## src/logic/ldo_alarm_pkg.sv

```systemverilog
// Register map, field positions and reset values for the regulator mask and alarm status bank
package ldo_alarm_pkg;
  localparam int ADDR_W = 12;
  // Printed offsets are word indices, not byte addresses: index times four gives the byte address
  localparam logic [7:0] LDO0_7_MASK_INDEX = 8'h0b;
  localparam logic [7:0] LDO8_MASK_INDEX = 8'h0c;
  localparam logic [7:0] STATUS_INDEX = 8'h0d;
  localparam logic [7:0] EVENT_STATUS_INDEX = 8'h40;
  localparam logic [7:0] EVENT_MASK_INDEX = 8'h41;
  localparam logic [ADDR_W-1:0] LDO0_7_MASK_ADDR = {2'h0, LDO0_7_MASK_INDEX, 2'h0};
  localparam logic [ADDR_W-1:0] LDO8_MASK_ADDR = {2'h0, LDO8_MASK_INDEX, 2'h0};
  localparam logic [ADDR_W-1:0] STATUS_ADDR = {2'h0, STATUS_INDEX, 2'h0};
  localparam logic [ADDR_W-1:0] EVENT_STATUS_ADDR = {2'h0, EVENT_STATUS_INDEX, 2'h0};
  localparam logic [ADDR_W-1:0] EVENT_MASK_ADDR = {2'h0, EVENT_MASK_INDEX, 2'h0};
  localparam int LDO_COUNT = 9;
  localparam logic [7:0] LDO0_7_MASK_RESET = 8'hff;
  localparam logic [7:0] LDO8_MASK_RESET = 8'h01;
  localparam logic [7:0] STATUS_RESET = 8'h00;
  localparam logic [2:0] EVENT_MASK_RESET = 3'h7;
  localparam int LDO8_MASK_BIT = 0;
  localparam int BATTERY_BIT = 2;
  localparam int THERMAL_LOW_BIT = 1;
  localparam int THERMAL_HIGH_BIT = 0;
  localparam int STATUS_W = 3;
endpackage

```

## src/logic/input_sync.sv

```systemverilog
// Three-stage synchroniser for a vector of asynchronous inputs; output updates when stages agree
`timescale 1ns/1ns
module input_sync #(
  parameter int WIDTH = 3
) (
  // Clock and reset
  input wire logic refClk,
  input wire logic rst,
  // Data
  input wire logic [WIDTH-1:0] asyncIn,
  output logic [WIDTH-1:0] syncOut
);
  logic [WIDTH-1:0] stage1;
  logic [WIDTH-1:0] stage2;
  logic [WIDTH-1:0] stage3;
  wire [WIDTH-1:0] agree = ~(stage2 ^ stage3);
  wire [WIDTH-1:0] next_syncOut = (agree & stage3) | (~agree & syncOut);

  always_ff @(posedge refClk)
  begin
    if (rst)
    begin
      stage1 <= '0;
      stage2 <= '0;
      stage3 <= '0;
      syncOut <= '0;
    end
    else
    begin
      stage1 <= asyncIn;
      stage2 <= stage1;
      stage3 <= stage2;
      syncOut <= next_syncOut;
    end
  end
endmodule

```

## src/logic/ldo_irq_mask_and_alarm_status.sv

```systemverilog
// Regulator interrupt masks, battery and thermal alarm status, APB slave and alarm interrupt
`timescale 1ns/1ns
module ldo_irq_mask_and_alarm_status (
  // Clock and reset
  input wire logic ref_clk,
  input wire logic rst,
  // APB slave
  input wire logic psel,
  input wire logic penable,
  input wire logic pwrite,
  input wire logic [ldo_alarm_pkg::ADDR_W-1:0] paddr,
  input wire logic [31:0] pwdata,
  input wire logic [3:0] pstrb,
  output logic [31:0] prdata,
  output logic pready,
  output logic pslverr,
  // Regulator event inputs, one per regulator, level high while the event stands
  input wire logic [ldo_alarm_pkg::LDO_COUNT-1:0] regulatorEvent,
  // Comparator inputs from the analog side, asynchronous
  input wire logic batteryBelowReset,
  input wire logic thermalAboveFirst,
  input wire logic thermalAboveSecond,
  // Interrupt outputs
  output logic interrupt_out_n,
  output logic alarmIrq
);
  // Mask registers, written by software
  logic [7:0] ldoMaskLow;
  logic regulator8_event_mask;
  logic [ldo_alarm_pkg::STATUS_W-1:0] eventMask;

  // Alarm event flags and the level they were raised from
  logic [ldo_alarm_pkg::STATUS_W-1:0] eventStatus;
  logic [ldo_alarm_pkg::STATUS_W-1:0] prevStatus;

  // Pin levels after the synchronisers
  logic [ldo_alarm_pkg::STATUS_W-1:0] liveStatus;
  logic [ldo_alarm_pkg::LDO_COUNT-1:0] eventSync;
  logic irqLow;

  // Full address compare, so aliases never hit
  function automatic logic hit(input logic [ldo_alarm_pkg::ADDR_W-1:0] a,
                               input logic [ldo_alarm_pkg::ADDR_W-1:0] b);
    hit = (a == b);
  endfunction

  // True when a requesting bit finds its mask bit clear
  function automatic logic anyUnmasked(
    input logic [ldo_alarm_pkg::LDO_COUNT-1:0] request,
    input logic [ldo_alarm_pkg::LDO_COUNT-1:0] mask
  );
    anyUnmasked = |(request & ~mask);
  endfunction

  // Comparator levels come from the analog side with no clock relation
  input_sync #(.WIDTH(ldo_alarm_pkg::STATUS_W)) statusSync (
    .refClk(ref_clk),
    .rst(rst),
    .asyncIn({batteryBelowReset, thermalAboveFirst, thermalAboveSecond}),
    .syncOut(liveStatus)
  );

  // Regulator events are unclocked levels as well
  input_sync #(.WIDTH(ldo_alarm_pkg::LDO_COUNT)) eventPins (
    .refClk(ref_clk),
    .rst(rst),
    .asyncIn(regulatorEvent),
    .syncOut(eventSync)
  );

  // Bus decode
  wire access = psel & penable;
  wire writeLane0 = access & pwrite & pstrb[0];
  // Read data loads in the setup cycle so it stands through the access cycle
  wire setupRead = psel & ~penable & ~pwrite;
  wire selLow = hit(paddr, ldo_alarm_pkg::LDO0_7_MASK_ADDR);
  wire selL8 = hit(paddr, ldo_alarm_pkg::LDO8_MASK_ADDR);
  wire selStatus = hit(paddr, ldo_alarm_pkg::STATUS_ADDR);
  wire selEvt = hit(paddr, ldo_alarm_pkg::EVENT_STATUS_ADDR);
  wire selEvtMask = hit(paddr, ldo_alarm_pkg::EVENT_MASK_ADDR);
  wire mapped = selLow | selL8 | selStatus | selEvt | selEvtMask;

  // Status ignores writes; a write there is still acknowledged without error
  wire wrLow = writeLane0 & selLow;
  wire wrL8 = writeLane0 & selL8;
  wire wrEvt = writeLane0 & selEvt;
  wire wrEvtMask = writeLane0 & selEvtMask;

  // Live comparator levels in their register positions
  wire batteryLow = liveStatus[ldo_alarm_pkg::BATTERY_BIT];
  wire thermalFirst = liveStatus[ldo_alarm_pkg::THERMAL_LOW_BIT];
  wire thermalSecond = liveStatus[ldo_alarm_pkg::THERMAL_HIGH_BIT];
  wire [ldo_alarm_pkg::STATUS_W-1:0] statusBits;
  assign statusBits[ldo_alarm_pkg::BATTERY_BIT] = batteryLow;
  assign statusBits[ldo_alarm_pkg::THERMAL_LOW_BIT] = thermalFirst;
  assign statusBits[ldo_alarm_pkg::THERMAL_HIGH_BIT] = thermalSecond;
  wire [31:0] statusWord = {29'h0, statusBits};

  // Unused upper bits of each word read as 0
  wire [31:0] readMux =
    selLow ? {24'h0, ldoMaskLow} :
    selL8 ? {31'h0, regulator8_event_mask} :
    selStatus ? statusWord :
    selEvt ? {29'h0, eventStatus} :
    selEvtMask ? {29'h0, eventMask} : 32'h0;

  // Rising alarm edges are the interrupt events; set beats clear
  wire [ldo_alarm_pkg::STATUS_W-1:0] risen = liveStatus & ~prevStatus;
  wire [ldo_alarm_pkg::STATUS_W-1:0] clearBits =
    wrEvt ? pwdata[ldo_alarm_pkg::STATUS_W-1:0] : 3'h0;
  wire [ldo_alarm_pkg::STATUS_W-1:0] next_eventStatus = (eventStatus & ~clearBits) | risen;

  // Regulator events pull the pin as levels, since no flag register is kept
  wire [ldo_alarm_pkg::LDO_COUNT-1:0] allMask = {regulator8_event_mask, ldoMaskLow};
  wire next_irqLow = anyUnmasked(eventSync, allMask);

  // Zero wait states: every access completes in its first access cycle
  assign pready = 1'b1;
  // Unmapped addresses answer with an error and writes there are dropped
  assign pslverr = access & ~mapped;
  assign alarmIrq = anyUnmasked({6'h0, eventStatus}, {6'h0, eventMask});
  assign interrupt_out_n = ~irqLow;

  // Masks of regulators zero to seven
  always_ff @(posedge ref_clk)
  begin
    if (rst)
    begin
      ldoMaskLow <= ldo_alarm_pkg::LDO0_7_MASK_RESET;
    end
    else if (wrLow)
    begin
      ldoMaskLow <= pwdata[7:0];
    end
  end

  // Mask of regulator eight, masked out of reset
  always_ff @(posedge ref_clk)
  begin
    if (rst)
    begin
      regulator8_event_mask <= ldo_alarm_pkg::LDO8_MASK_RESET[ldo_alarm_pkg::LDO8_MASK_BIT];
    end
    else if (wrL8)
    begin
      regulator8_event_mask <= pwdata[ldo_alarm_pkg::LDO8_MASK_BIT];
    end
  end

  // Mask of the alarm event flags
  always_ff @(posedge ref_clk)
  begin
    if (rst)
    begin
      eventMask <= ldo_alarm_pkg::EVENT_MASK_RESET;
    end
    else if (wrEvtMask)
    begin
      eventMask <= pwdata[ldo_alarm_pkg::STATUS_W-1:0];
    end
  end

  // Previous live level for edge detection; zero matches the idle comparator
  always_ff @(posedge ref_clk)
  begin
    if (rst)
    begin
      prevStatus <= '0;
    end
    else
    begin
      prevStatus <= liveStatus;
    end
  end

  // Sticky alarm event flags, write one to clear
  always_ff @(posedge ref_clk)
  begin
    if (rst)
    begin
      eventStatus <= '0;
    end
    else
    begin
      eventStatus <= next_eventStatus;
    end
  end

  // Read data register
  always_ff @(posedge ref_clk)
  begin
    if (rst)
    begin
      prdata <= 32'h0;
    end
    else if (setupRead)
    begin
      prdata <= readMux;
    end
  end

  // Registered interrupt pin drive
  always_ff @(posedge ref_clk)
  begin
    if (rst)
    begin
      irqLow <= 1'b0;
    end
    else
    begin
      irqLow <= next_irqLow;
    end
  end
endmodule

```

## config.mk

```make
export PLATFORM = sky130hd
export DESIGN_NAME = ldo_irq_mask_and_alarm_status
export DESIGN_NICKNAME = d
export VERILOG_FILES = /design/src/logic/ldo_alarm_pkg.sv /design/src/logic/input_sync.sv /design/src/logic/ldo_irq_mask_and_alarm_status.sv
export SDC_FILE = /design/constraint.sdc
export NUM_CORES = 1
export LEC_CHECK = 0
export BUFFER_PORTS_ARGS = -buffer_cell sky130_fd_sc_hd__buf_4
export CAP_MARGIN = 25
export CORE_ASPECT_RATIO = 0.75
export CORE_MARGIN = 2
export CORE_UTILIZATION = 45
export DETAILED_ROUTE_END_ITERATION = 12
export PLACE_DENSITY = 0.78
export SETUP_SLACK_MARGIN = 0.02
export SLEW_MARGIN = 20
export SYNTH_ARGS = -nofsm -noshare
export SYNTH_HDL_FRONTEND = slang
export SYNTH_SLANG_ARGS = --single-unit
```

## constraint.sdc

```tcl
create_clock -name ref_clk -period 1.7 [get_ports ref_clk]
set_clock_uncertainty 0.15 [all_clocks]
set_input_delay 0.17 -clock ref_clk [delete_from_list [all_inputs] [get_ports ref_clk]]
set_output_delay 0.17 -clock ref_clk [all_outputs]
set_load 0.02 [all_outputs]
```

==> results.yml <==
run_status:
  outcome: "completed"
min_path:
  hold_depth: 4
  hold_path.class: "primary input to flip-flop"
floorplan:
  core-area_sq_mm: 0.00632
  dieArea_sq_mm: 0.00719
  ios: 101
  die_x_um: 97.2
  initial_core_util: 0.464
  chipHeight_um: 73.9
  num_rows: 25
placement:
  gp_congestion: 0.836
  preCtsSetupSlack_ps: -211
  place_hpwl_mm: 4.18
  port_buffers: 48
setup_path:
  crit_family: "simple AND/OR/NAND/NOR gates"
  r2r_cells: 4
  worstPathArrival_ps: 1330
  crit_required_ps: 1380
  cp_cell_sequence: "buf_4 -> or4_4 -> o311a_1 -> buf_6"
  cp.buffers_inverters: 2
  critPathLaunchType: "primary input"
  cpPeakStageDelay_ps: 550
  critPathMaxFanout: 3
  cp.depth: 4
  crit_path_top_delay_cell: "or4_4"
  criticalPathCategory: "primary input to primary output"
  end_kind: "primary output"
timing:
  finalHoldViolations: 0
  finalCritPeriodShare: 0.969
  rsz0062_at_grt: "true"
  setup_viol: 0
  slew_viol_final: 0
  finalWorstSetupSlack_ps: 52.9
  fmax_ghz: 0.607
  period_needed_ps: 1650
power_and_ir_drop:
  power.density_mw_per_mm2: 936
  p_leak_nw: 1.53
  ir_worst_vdd_mv: 0.636
routing:
  ant_nets: 0
  route.detailed.drc: 0
  viasPerCell: 5.01
  first_pass_iters: 4
  wl_mm: 6.28
  num_vias: 2428
  wl_per_cell_um: 12.9
  first_iter_violations: 154
logic_synthesis:
  ys_types: 42
  synthCells: 318
  yosysTopAreaCell: "dfxtp_1"
  synthArstFlopShare: 0
  synth.area.top_cells: "dfxtp_1 51%, nor2b_1 8.3%, buf_4 6.4%, nand3_1 5.1%, o21ai_0 4.6%"
  yosys_most_used_dff: "dfxtp_1"
  seq_area_frac_synth: 0.512
  syn_area_per_cell_sq_um: 9.22
  ys_warn_count: 0
  syn_area_sq_mm: 0.00293
  ys_ff_latch: 75
  synth_top_area_share: 0.512
  synth_edf_count: 0
clock_tree:
  insertion_delay_ps: 350
  cts-buffers-inserted: 9
  cts_buffer_depth: 2
  cts.sinks: 75
  cts_tree: "done"
  htree_num_levels: 3
  clk_pin_slew_ps: 70
  clockRootBuffer: "clkbuf_8"
global_routing:
  overflow: 0
  grt_use_total: 0.181
  grt_pass1_wl_mm: 10.2
  grt_pass1_vias: 2220
  grt_max_degree: 48
  antenna_found_initial: 0
final_layout:
  n_fill_cell: 555
  layout.nets: 464
  diodes: 0
  synthToLayoutAreaGrowth_pct: 29.4
  post-route-util: 0.601
  layout_commonest_cell: "dfxtp_1"
  final_cell_mix: "75 x dfxtp_1, 66 x buf_4, 39 x nor2b_1"
  drive_gt1_frac: 0.230
run:
  drv_cap: 0
## repair_timing
item                                    in CTS  in global routing
cloned                                       0                  0
endpoints found under the setup margin       1                  5
pin swaps                                    1                  4
endpoints found under the hold margin       36                  0
hold buffers                                21                  0
resized for setup                            3                  2
buffers inserted                             2                  1
## worst paths after layout
check	start	end	slack, ps
worst max-delay path	paddr[9]	pslverr	50
worst min-delay path	paddr[2]	prdata[1]	100
worst max register to register	regulator8_event_mask	prdata[0]	430
worst min register to register	eventPins.stage1[6]	eventPins.stage2[6]	280
## worst register-to-register path, delay by kind of cell (launching register included)
kind	cells	cell delay, ps
compound gates	3	350
flops	1	360
simple gates	1	300
## cells by family (layout without fill, tap and decap cells)
logic type,Yosys count,after routing,synth area share
other,2,25,0.00256
flip-flops,75,75,0.512
multiplexers,1,1,0.00384
AND/OR/NAND/NOR,116,116,0.231
buffers and inverters,57,120,0.116
AO/OA/AOI/OAI,67,67,0.135
## through the flow
step	power [mW]	hold WS, ps	TNS (ps)	area [sq um]	cells
2_1_floorplan	2.03	148	-99.0	3030	341
3_3_place_gp	2.09	231	-2730	3330	445
3_5_place_dp	2.09	234	-3430	3330	445
4_1_cts	3.59	68.4	0	3780	484
5_1_grt	3.70	138	0	3790	485
6_report	3.55	103	0	3790	485
## final cells by class
type	instances	area (sq um)	area share
Clock inverter	5	77.6	0.0204
Sequential cell	75	1500	0.396
Clock buffer	11	131	0.0346
Tap cell	81	101	0.0267
Multi-Input combinational cell	209	1210	0.318
Inverter	16	60.1	0.0158
Timing Repair Buffer	88	717	0.189
## report_power, final
group          internal (mW)  switching [mW]
logic                  0.142           0.155
clock network          0.822           0.626
registers               1.79          0.0134
## routing by layer
metal	track usage	up-vias	share of wire
met1	0.216	1122	0.45
met5	0	-	0
met4	0.0833	0	0.022
li1	-	1194	-
met2	0.298	95	0.46
met3	0.0676	17	0.068
## synth_stat cells (all sizes together), types with 2 or more instances
cell type / instances
nand2: 22
a311o: 2
nand2b: 4
a21oi: 23
nand3: 30
a31oi: 2
conb: 2
o21ai: 27
buf: 28
clkbuf: 13
or3b: 2
inv: 16
dfxtp: 75
a32o: 2
nor4: 2
a221oi: 3
nor2b: 39
nor3: 3
nor2: 3
or3: 2
Power figures use the tool's default switching activity.
